==> src/logic/p3rcm_pkg.sv <==
// Constants for the port 3, reset pin and clock output multiplexer.
// Assumes a 32-bit AHB-Lite slave on one 25 MHz clock; offsets are byte addresses.
package p3rcm_pkg;
    localparam int CLK_PERIOD_NS = 40;
    localparam int ADDR_BITS = 8;

    // Register byte offsets.
    localparam logic [7:0] OFS_PORT3_MODE = 8'h00;
    localparam logic [7:0] OFS_PORT3_LATCH = 8'h04;
    localparam logic [7:0] OFS_PIN_LEVEL = 8'h08;
    localparam logic [7:0] OFS_OSC_TRIM = 8'h0C;
    localparam logic [7:0] OFS_STATUS = 8'h10;

    // Port 3 mode codes, two bits per pin.
    localparam logic [1:0] MODE_QUASI = 2'h0;
    localparam logic [1:0] MODE_PUSH_PULL = 2'h1;
    localparam logic [1:0] MODE_INPUT_ONLY = 2'h2;
    localparam logic [1:0] MODE_OPEN_DRAIN = 2'h3;
    localparam logic [3:0] PORT3_MODE_RESET = 4'hA;
    localparam logic [1:0] PORT3_LATCH_RESET = 2'h3;
    localparam logic [7:0] OSC_TRIM_RESET = 8'h00;

    // Field positions.
    localparam int TRIM_CLOCK_OUT_PIN_EN_BIT = 6;
    localparam int LEVEL_P1B5_BIT = 2;
    localparam int STAT_ISP_BIT = 0;
    localparam int STAT_RSTFN_BIT = 1;
    localparam int STAT_OSCOUT_BIT = 2;
    localparam int STAT_OSCIN_BIT = 3;
    localparam int STAT_CLOCK_OUT_PIN_BIT = 4;

    // CPU clock source codes from the flash configuration.
    localparam logic [1:0] CLKSRC_INT_RC = 2'h0;
    localparam logic [1:0] CLKSRC_WATCHDOG = 2'h1;
    localparam logic [1:0] CLKSRC_EXT_CLOCK = 2'h2;
    localparam logic [1:0] CLKSRC_CRYSTAL = 2'h3;

    // Instruction fetch address after reset.
    localparam logic [15:0] RESET_VECTOR = 16'h0000;

    // Low pulses on the reset pin during power-on that request programming mode.
    localparam logic [1:0] ISP_PULSES = 2'h3;

    // AHB codes.
    localparam logic [1:0] HTRANS_NONSEQ = 2'h2;
    localparam logic [2:0] HSIZE_WORD = 3'h2;
endpackage
==> src/logic/p3rcm_clkdiv.sv <==
// Divide-by-two generator for the clock output pin.
// Assumes enable comes from logic on the same clock; output is a flop.
module p3rcm_clkdiv (
    input wire logic clock_in,   // CPU clock
    input wire logic rst_in,     // Synchronous reset, high
    input wire logic enable_in,  // Run the divider
    output logic clk_div_out     // Half-rate square wave
);
    typedef struct packed {
        logic level;
    } p3rcm_div_s;

    p3rcm_div_s state;
    p3rcm_div_s next_state;

    always_comb begin
        next_state = state;
        if (enable_in) begin
            next_state.level = ~state.level;
        end
    end

    always_ff @(posedge clock_in) begin
        if (rst_in) begin
            state <= '0;
        end else begin
            state <= next_state;
        end
    end

    assign clk_div_out = state.level;
endmodule

==> src/logic/p3rcm_mux.sv <==
// Pin-function selection for port 1 bit 5 (reset pin) and the two-bit port 3.
// Assumes flash configuration inputs are steady and on this clock; pins are asynchronous.
// Software reaches the mode, latch, trim and status registers over AHB-Lite.
//
// Chosen here: the AHB-Lite register port and the register addresses.

// Function
// - Port 1 bit 5 is an input only and has no output driver at all.
// - The reset pin acts as reset during power-on, otherwise only when the user configuration enables it.
// - A low on the reset pin while it acts as reset resets the device and returns ports to defaults.
// - After a pin reset the processor fetches its first instruction from address zero.
// - Low pulses on the reset pin during power-on are recognised and enter programming mode.
// - Port 3 is a two-bit bidirectional port whose output type software selects.
// - From the cycle after reset begins, the port 3 pins are input only with their pull-ups off.
// - Each port 3 pin has its own mode setting, independent of the other.
// - With the clock output enable bit of the trim register set, port 3 bit 0 drives the CPU clock divided by two.
// - The clock output works only on the RC, watchdog or external clock and never while crystals clock the timer.
// - With a crystal option selected, port 3 bit 0 is the oscillator amplifier output.
// - Port 3 bit 1 is a port pin only on RC or watchdog clock without timer crystal, else the oscillator input.
module p3rcm_mux (
    input wire logic clock_in,              // CPU clock, 25 MHz
    input wire logic rst_in,                // Synchronous reset, high
    input wire logic power_on_in,           // Power-on sequence in progress
    input wire logic user_config_byte1_in,  // Reset pin function enabled by configuration
    input wire logic [1:0] clk_src_in,      // CPU clock source code
    input wire logic rtc_xtal_in,           // Crystal pins clock the timer
    input wire logic port1_bit5_in,         // Reset pin level
    input wire logic [1:0] port3_in,        // Port 3 pin levels
    output logic [1:0] port3_out,           // Port 3 drive levels
    output logic [1:0] port3_oe_out,        // Port 3 output enables
    output logic [1:0] port3_pullup_out,    // Port 3 pull-up enables
    output logic osc_output_sel_out,        // Bit 0 given to oscillator amplifier
    output logic osc_input_sel_out,         // Bit 1 given to oscillator input
    output logic port1_bit5_out,            // Synchronised pin level to the core
    output logic device_reset_out,          // Whole-device reset, high
    output logic [15:0] reset_vector_out,   // First fetch address
    output logic in_system_prog_mode_out,   // Programming mode entered
    input wire logic hsel,                  // AHB select
    input wire logic [31:0] haddr,          // AHB address
    input wire logic [1:0] htrans,          // AHB transfer type
    input wire logic hwrite,                // AHB write
    input wire logic [2:0] hsize,           // AHB size
    input wire logic hready,                // AHB ready in
    input wire logic [31:0] hwdata,         // AHB write data
    output logic [31:0] hrdata,             // AHB read data
    output logic hreadyout,                 // AHB ready out
    output logic hresp                      // AHB response
);
    typedef enum logic [2:0] {
        ISP_WAIT = 3'h1,
        ISP_LOW = 3'h2,
        ISP_DONE = 3'h4
    } p3rcm_isp_e;

    typedef struct packed {
        logic p15_meta;
        logic p15_sync;
        logic [1:0] p3_meta;
        logic [1:0] p3_sync;
        logic [3:0] mode;
        logic [1:0] latch;
        logic [7:0] trim;
        logic [1:0] drv;
        logic [1:0] oe;
        logic [1:0] pull;
        logic wr_pend;
        logic [7:0] wr_addr;
        logic [31:0] rdata;
        p3rcm_isp_e isp_st;
        logic [1:0] isp_cnt;
    } p3rcm_state_s;

    p3rcm_state_s state;
    p3rcm_state_s next_state;
    logic reset_fn_active;
    logic pin_reset;
    logic dev_reset;
    logic bit0_osc;
    logic bit1_osc;
    logic clock_out_pin_ok;
    logic clock_out_pin_active;
    logic clk_div;
    logic addr_phase;
    logic [7:0] addr_lo;
    logic [31:0] status_word;

    // reset function during power-on or when configured
    assign reset_fn_active = power_on_in | user_config_byte1_in;
    // low on the active reset pin resets the device
    assign pin_reset = reset_fn_active & ~state.p15_sync;
    assign dev_reset = rst_in | pin_reset;

    // crystal option takes bit 0 for the amplifier
    assign bit0_osc = (clk_src_in == p3rcm_pkg::CLKSRC_CRYSTAL) | rtc_xtal_in;
    // bit 1 is a port pin only on RC or watchdog without timer crystal
    assign bit1_osc = ~(((clk_src_in == p3rcm_pkg::CLKSRC_INT_RC) | (clk_src_in == p3rcm_pkg::CLKSRC_WATCHDOG))
        & ~rtc_xtal_in);
    // clock output only on non-crystal sources and no timer crystal
    assign clock_out_pin_ok = (clk_src_in != p3rcm_pkg::CLKSRC_CRYSTAL) & ~rtc_xtal_in;
    assign clock_out_pin_active = state.trim[p3rcm_pkg::TRIM_CLOCK_OUT_PIN_EN_BIT] & clock_out_pin_ok & ~dev_reset;

    assign addr_phase = hsel & hready & (htrans == p3rcm_pkg::HTRANS_NONSEQ);
    assign addr_lo = haddr[7:0];

    assign status_word = {27'h0000000, clock_out_pin_active, bit1_osc, bit0_osc, reset_fn_active,
        state.isp_st == ISP_DONE};

    p3rcm_clkdiv u_clkdiv (
        .clock_in(clock_in),
        .rst_in(rst_in),
        .enable_in(clock_out_pin_active),
        .clk_div_out(clk_div)
    );

    always_comb begin
        logic [31:0] rd;
        logic [1:0] mode_b;
        rd = 32'h00000000;
        mode_b = 2'h0;
        next_state = state;

        // Pin synchronisers; the first stage feeds only the second.
        next_state.p15_meta = port1_bit5_in;
        next_state.p15_sync = state.p15_meta;
        next_state.p3_meta = port3_in;
        next_state.p3_sync = state.p3_meta;

        // Data phase of a write: store the word that the master now drives.
        next_state.wr_pend = 1'b0;
        if (state.wr_pend) begin
            unique case (state.wr_addr)
                p3rcm_pkg::OFS_PORT3_MODE: next_state.mode = hwdata[3:0];
                p3rcm_pkg::OFS_PORT3_LATCH: next_state.latch = hwdata[1:0];
                // trim register holds the clock output enable
                p3rcm_pkg::OFS_OSC_TRIM: next_state.trim = hwdata[7:0];
                default: next_state.wr_pend = 1'b0;
            endcase
        end

        // Address phase: capture read data now so that it stands in the data phase.
        // A read right behind a write to the same word sees the new value.
        if (addr_phase) begin
            unique case (addr_lo)
                p3rcm_pkg::OFS_PORT3_MODE: rd = {28'h0000000, next_state.mode};
                p3rcm_pkg::OFS_PORT3_LATCH: rd = {30'h00000000, next_state.latch};
                // bit 5 is only ever read, never driven
                p3rcm_pkg::OFS_PIN_LEVEL: rd = {29'h00000000, state.p15_sync, state.p3_sync};
                p3rcm_pkg::OFS_OSC_TRIM: rd = {24'h000000, next_state.trim};
                p3rcm_pkg::OFS_STATUS: rd = status_word;
                default: rd = 32'h00000000;
            endcase
            next_state.rdata = rd;
            next_state.wr_pend = hwrite & (hsize == p3rcm_pkg::HSIZE_WORD);
            next_state.wr_addr = addr_lo;
        end

        // Pin drive per bit; bit 0 and bit 1 special functions override later.
        for (int i = 0; i < 2; i++) begin
            mode_b = next_state.mode[2*i +: 2];
            unique case (mode_b)
                p3rcm_pkg::MODE_QUASI: begin
                    next_state.drv[i] = 1'b0;
                    next_state.oe[i] = ~next_state.latch[i];
                    next_state.pull[i] = 1'b1;
                end
                p3rcm_pkg::MODE_PUSH_PULL: begin
                    next_state.drv[i] = next_state.latch[i];
                    next_state.oe[i] = 1'b1;
                    next_state.pull[i] = 1'b0;
                end
                p3rcm_pkg::MODE_INPUT_ONLY: begin
                    next_state.drv[i] = 1'b0;
                    next_state.oe[i] = 1'b0;
                    next_state.pull[i] = 1'b0;
                end
                p3rcm_pkg::MODE_OPEN_DRAIN: begin
                    next_state.drv[i] = 1'b0;
                    next_state.oe[i] = ~next_state.latch[i];
                    next_state.pull[i] = 1'b0;
                end
            endcase
        end
        if (bit0_osc) begin
            next_state.oe[0] = 1'b0;
            next_state.pull[0] = 1'b0;
        end
        if (bit1_osc) begin
            next_state.oe[1] = 1'b0;
            next_state.pull[1] = 1'b0;
        end

        // count low pulses on the reset pin during power-on
        unique case (state.isp_st)
            ISP_WAIT: begin
                if (power_on_in & ~state.p15_sync) begin
                    next_state.isp_st = ISP_LOW;
                end
            end
            ISP_LOW: begin
                if (state.p15_sync) begin
                    next_state.isp_cnt = state.isp_cnt + 2'h1;
                    next_state.isp_st = (state.isp_cnt + 2'h1 == p3rcm_pkg::ISP_PULSES) ? ISP_DONE : ISP_WAIT;
                end
            end
            ISP_DONE: next_state.isp_st = ISP_DONE;
            default: next_state.isp_st = ISP_WAIT;
        endcase
        if (!power_on_in && state.isp_st != ISP_DONE) begin
            next_state.isp_st = ISP_WAIT;
            next_state.isp_cnt = 2'h0;
        end

        // device reset returns the port and its settings to defaults
        // input only with pull-ups off while in reset
        if (dev_reset) begin
            next_state.mode = p3rcm_pkg::PORT3_MODE_RESET;
            next_state.latch = p3rcm_pkg::PORT3_LATCH_RESET;
            next_state.trim = p3rcm_pkg::OSC_TRIM_RESET;
            next_state.drv = 2'h0;
            next_state.oe = 2'h0;
            next_state.pull = 2'h0;
        end
    end

    // The programming-mode detector and synchronisers survive a pin reset, since the
    // pulses that request the mode are themselves pin resets.
    always_ff @(posedge clock_in) begin
        if (rst_in) begin
            state <= '{
                p15_meta: 1'b1,
                p15_sync: 1'b1,
                p3_meta: 2'h0,
                p3_sync: 2'h0,
                mode: p3rcm_pkg::PORT3_MODE_RESET,
                latch: p3rcm_pkg::PORT3_LATCH_RESET,
                trim: p3rcm_pkg::OSC_TRIM_RESET,
                drv: 2'h0,
                oe: 2'h0,
                pull: 2'h0,
                wr_pend: 1'b0,
                wr_addr: 8'h00,
                rdata: 32'h00000000,
                isp_st: ISP_WAIT,
                isp_cnt: 2'h0
            };
        end else begin
            state <= next_state;
        end
    end

    // half-rate clock on bit 0 when enabled
    assign port3_out = {state.drv[1], clock_out_pin_active ? clk_div : state.drv[0]};
    assign port3_oe_out = {state.oe[1], state.oe[0] | clock_out_pin_active};
    assign port3_pullup_out = clock_out_pin_active ? {state.pull[1], 1'b0} : state.pull;
    assign osc_output_sel_out = bit0_osc;
    assign osc_input_sel_out = bit1_osc;
    assign port1_bit5_out = state.p15_sync;
    assign device_reset_out = dev_reset;
    assign reset_vector_out = p3rcm_pkg::RESET_VECTOR;
    assign in_system_prog_mode_out = state.isp_st == ISP_DONE;
    assign hrdata = state.rdata;
    assign hreadyout = 1'b1;
    assign hresp = 1'b0;
endmodule

==> config.mk <==
export PLATFORM = sky130hd
export DESIGN_NAME = p3rcm_mux
export DESIGN_NICKNAME = d
export VERILOG_FILES = /design/src/logic/p3rcm_pkg.sv /design/src/logic/p3rcm_clkdiv.sv /design/src/logic/p3rcm_mux.sv
export SDC_FILE = /design/constraint.sdc
export NUM_CORES = 1
export LEC_CHECK = 0
export ABC_AREA = 1
export BUFFER_PORTS_ARGS = -buffer_cell sky130_fd_sc_hd__buf_4
export CAP_MARGIN = 25
export CORE_UTILIZATION = 28
export CTS_CLUSTER_SIZE = 28
export DETAILED_ROUTE_END_ITERATION = 12
export SKIP_CTS_REPAIR_TIMING = 1
export SLEW_MARGIN = 20
export SYNTH_ARGS = -nofsm -noshare
export SYNTH_HDL_FRONTEND = slang
export SYNTH_SLANG_ARGS = --single-unit
==> constraint.sdc <==
create_clock -name clock_in -period 2.1 [get_ports clock_in]
set_input_delay 0.105 -clock clock_in [delete_from_list [all_inputs] [get_ports clock_in]]
set_output_delay 0.105 -clock clock_in [all_outputs]
set_load 0.005 [all_outputs]
### Word-level counts from Yosys, hierarchy flattened

Index checks and enable logic that the tools add are counted.

* register bits: 73
* input port bits: 82
* output and inout port bits: 61

* add/sub/neg operators: 1
* equal/unequal tests: 24
* mux-type cells: 17
* bitwise gates (word level): 22
* reduce and logical (&&, ||, !) cells: 20

Operators with widths (count)
* one-hot mux 8 bit (5 select lines): 1
* == test 8 x 4 -> 1 bit, second input constant: 3
* OR reduction 3 bit: 6
* == test 8 x 3 -> 1 bit, second input constant: 2
* zero test 8 bit: 2
* == test 2 bit, second input constant: 7
* two-way mux 14 bit: 1
* OR reduction 2 bit: 5
* bitwise AND 1 bit: 9
* one-hot mux 3 bit (3 select lines): 1
* == test 8 x 5 -> 1 bit, second input constant: 1
* two-way mux 8 bit: 1
* inverter 1 bit: 8
* one-hot mux 1 bit (2 select lines): 4
* == test 2 x 1 -> 1 bit, second input constant: 3
* == test 3 x 2 -> 1 bit, second input constant: 2
* zero test 2 bit: 3
* two-way mux 3 bit: 2
* != test 2 bit, second input constant: 3
* one-hot mux 1 bit (3 select lines): 2
* two-way mux 5 bit: 1
* OR 1 bit: 5
* two-way mux 4 bit: 1
* AND reduction 2 bit: 2
* other kinds (8): 9

### Longest topological paths before layout

* depth in word-level cells: 6
* depth in mapped cells: 11

### Modules after synthesis

From an unflattened synthesis, not the netlist that was laid out.

* cell total of the unflattened synthesis: 386
* area, all modules: 2740.1 um2

Modules (own cells, without submodules)
* p3rcm_mux: instances 1, cells an instance 380, area each 2701.3 um2, seq. area each 960.9 um2
* p3rcm_clkdiv: instances 1, cells an instance 6, area each 38.8 um2, seq. area each 20.0 um2

### Least setup slack after synthesis

No wires, ideal clock.

* path kind: register to register
* start point: register state[40] in the netlist's numbering
* end point: register state[48] in the netlist's numbering
* data arrival time: 1.335 ns
* slack: 0.652 ns
* stages on the path, launching flop included: 10
* buffers on the path: 0
* period minus slack after synthesis: 1.448 ns
* path through: dfxtp_1 inv_1 nand3_1 nor2_2 nand3_1 nand2_1 inv_1 ha_1 o21ai_1 inv_1

* cells in the longest elaborated chain, start to end: 6

Ends and longest elaborated chain
* start, declared: RTL line p3rcm_mux.sv:73 `p3rcm_state_s state;`
* start signal, assigned: RTL line p3rcm_mux.sv:229 `state <= '{`
* start signal, assigned: RTL line p3rcm_mux.sv:247 `state <= next_state;`
* zero test 8 bit: RTL line p3rcm_mux.sv:131 `unique case (state.wr_addr)`
* two-way mux 4 bit: RTL line p3rcm_mux.sv:131
* two-way mux 14 bit *: RTL line p3rcm_mux.sv:130 `if (state.wr_pend) begin`
* == test 2 bit / zero test 2 bit (equally long branches): RTL line p3rcm_mux.sv:160 `unique case (mode_b)`
* OR reduction 2 bit (no source line)
* one-hot mux 1 bit (3 select lines) *: RTL line p3rcm_mux.sv:160

Every way passes the cells marked *; elsewhere a longest branch is shown, timed or not.
A chain may end at the register's enable or synchronous reset.

### Worst setup path in the final report

Ends and elaborated chain as after synthesis.

==> impl_metrics.py <==
metrics = {
    "clocking": {
        "cts_tree": "yes",
        "cts_buffers": 5,
        "path_clk_slew_ns": 0.09,
        "ctsLongestPathBuffers": 2,
        "insertion_delay_ns": 0.30,
        "htree_levels": 2,
        "clock-sinks": 49,
        "root_buffer": "clkbuf_8",
    },
    "logic_synthesis": {
        "synth_area_leaders": "dfxtp_1 36%, buf_4 15%, nand2_1 8.4%",
        "ys_types": 31,
        "netlist_area_um2": 2690,
        "synth_area_per_cell_um2": 7.079,
        "synth_top_area_share_pct": 36.47,
        "yosysTopAreaCell": "dfxtp_1",
        "synth_cells": 380,
        "synth-seq-cells": 49,
        "ys.warnings.count": 0,
        "yosysSeqAreaShare_pct": 36.47,
    },
    "power_and_ir_drop": {
        "power_density_nw_per_um2": 537.3,
        "power_mw": 1.659,
        "p_leak_nw": 1.470,
        "ir_worst_vdd_mv": 0.3051,
    },
    "timing": {
        "drv_slew": 0,
        "hold_violations": 0,
        "setup_viol": 0,
        "post-route-period-util_pct": 81.72,
        "rsz0062_at_grt": "false",
        "skew_ns": 0.005083,
        "fin_crit_ns": 1.716,
        "clock.fmax_ghz": 0.5827,
        "tns_ns": 0,
    },
    "worst_setup_path": {
        "critPathLaunch": "state[40]$_SDFFE_PP0P_",
        "timing.rr.end": "state[48]$_SDFF_PP0_",
        "critical_path_peak_fanout": 5,
        "reg2reg_slack_ns": 0.38,
        "worst-path-stages": 10,
        "critPathRequiredTime_ns": 2.29,
        "timing.critical_path.buf_inv": 3,
        "start_kind": "flip-flop",
        "max_stage_delay_ns": 0.33,
        "rr_startpoint": "state[40]$_SDFFE_PP0P_",
        "crit_arrival_ns": 1.91,
        "worst_r2r_path_depth": 10,
        "crit_type": "reg -> reg",
        "cpMaxStageDelayCell": "dfxtp_1",
        "end_kind": "flip-flop",
        "critPathCapture": "state[48]$_SDFF_PP0_",
        "critical_path.top_delay_family": "simple AND/OR/NAND/NOR gates",
        "crit_chain": "inv_1, nand3_1, nor2_2, nand2_1, nand2_1, nand2_1, inv_1, ha_1, o21ai_1, inv_1",
    },
    "global_routing": {
        "antenna_found_initial": 0,
        "grt-ovfl-total": 0,
        "grt_pass1_wl_um": 8714,
        "grt_pass1_vias": 1955,
        "grt_usage_pct": 10.93,
        "grt_max_degree": 20,
    },
    "floorplan": {
        "die_width_um": 100.0,
        "start_util_pct": 28.98,
        "row_count": 35,
        "die_h_um": 100.0,
        "design.core.area_um2": 9284,
        "io_pins": 143,
        "die_area_um2": 10000,
    },
    "cells_and_area": {
        "layout_common_cells": "60 x nand2_1, 54 x buf_4, 49 x dfxtp_1, 47 x inv_1, 47 x nor2_1",
        "drive_above_1_share_pct": 19.29,
        "fillers": 1021,
        "fin_nets": 512,
        "synthToLayoutAreaGrowth_pct": 14.79,
        "layout_commonest_cell": "nand2_1",
        "num_antenna_cells": 0,
    },
    "placement": {
        "dp_hpwl_um": 4525,
        "routabilityCongestion": 0.8421,
        "port_buffers": 52,
    },
    "route": {
        "avgRoutedWirePerCell_um": 10.05,
        "vias": 2240,
        "drtIter0Drc": 103,
        "drt_wl_total_um": 5565,
        "dr.pass1.iters": 4,
        "antenna_left": 0,
        "vias_per_cell": 4.043,
        "drc": 0,
    },
    "run_status": {
        "status": "finished clean",
    },
    "min_path": {
        "hold_start": "port3_in[1]",
        "hold_class": "in -> reg",
    },
    "run": {
        "drv_cap": 0,
    },
}
## stage by stage
stage | hold WS, ns | cells | instance area, µm² | util (%) | worst slack [ns]
after floorplan | 0.1828 | 420 | 2840 | - | 0.6516
after global placement | 0.2727 | 544 | 2984 | 32.14 | 0.4642
after detailed placement | 0.2716 | 544 | 2984 | 32.14 | 0.4220
after CTS | -0.04918 | 552 | 3068 | 33.05 | 0.3741
after global routing | 0.005151 | 554 | 3088 | 33.26 | 0.2355
final | 0.004301 | 554 | 3088 | 33.26 | 0.3838
## synth_stat cells, drive strengths merged
library cell	count
o21ai	18
buf	56
ha	6
nand2	60
nor3	7
nor4	2
or2	9
o32ai	1
nand3	28
o211ai	5
dfxtp	49
nand3b	1
nor2	54
clkbuf	3
inv	55
a21oi	22
clkinv	1
nand4	1
conb	2
## state kept, by name (all words and copies together) (netlist names)
signal / count
hrdata: 8
next_state: 3
port1_bit5_out: 1
port3_oe_out: 1
port3_out: 1
state: 34
u_clkdiv.clk_div_out: 1
## kinds of logic (layout without fill, tap and decap cells)
logic type / after synthesis / after routing / synth area share, %
buffers and inverters: 115 / 120 / 23.63
AO/OA/AOI/OAI: 46 / 46 / 9.442
other: 2 / 42 / 0.2792
adder cells (fa/ha/maj): 6 / 6 / 2.791
AND/OR/NAND/NOR: 162 / 162 / 27.40
flip-flops: 49 / 49 / 36.47
## metal layers
layer	vias up	routed length [µm]	share of wire [%]	GRT usage, %
met5	-	0	0	0
met4	0	19	0.34	2.007
met3	2	255	4.6	2.507
met2	57	2663	48	18.51
met1	1000	2626	47	14.34
li1	1181	-	-	-
## tightest hold or removal path, cell delays in order
cell,delay (ns)
buf_4,0.07
inv_1,0.03
nor2_1,0.06
## layout make-up
cell class                      count  area, µm²  area share [%]
Timing Repair Buffer               56      425.4           13.78
Sequential cell                    49      980.9           31.77
Clock buffer                        7      76.32           2.472
Clock inverter                      1      7.507          0.2431
Inverter                           56      212.7           6.888
Multi-Input combinational cell    256       1224           39.63
Tap cell                          129      161.4           5.227
## where the power goes
part / switching (mW) / leakage [nW] / internal (mW)
registers: 0.00543 / 0.397 / 0.940
logic: 0.0993 / 1.03 / 0.0699
clock network: 0.308 / 0.0385 / 0.236
total: 0.413 / 1.47 / 1.25
## worst min path at each step
stage | end | depth (start not counted)
floorplan | state[45]$_SDFF_PP0_ | 1
global placement | state[45]$_SDFF_PP0_ | 2
detailed placement | state[45]$_SDFF_PP0_ | 2
CTS | state[45]$_SDFF_PP0_ | 2
global route | next_state[67]$_SDFF_PP0_ | 3
finish | next_state[67]$_SDFF_PP0_ | 3
No activity file was read; power rests on OpenSTA's default activity.
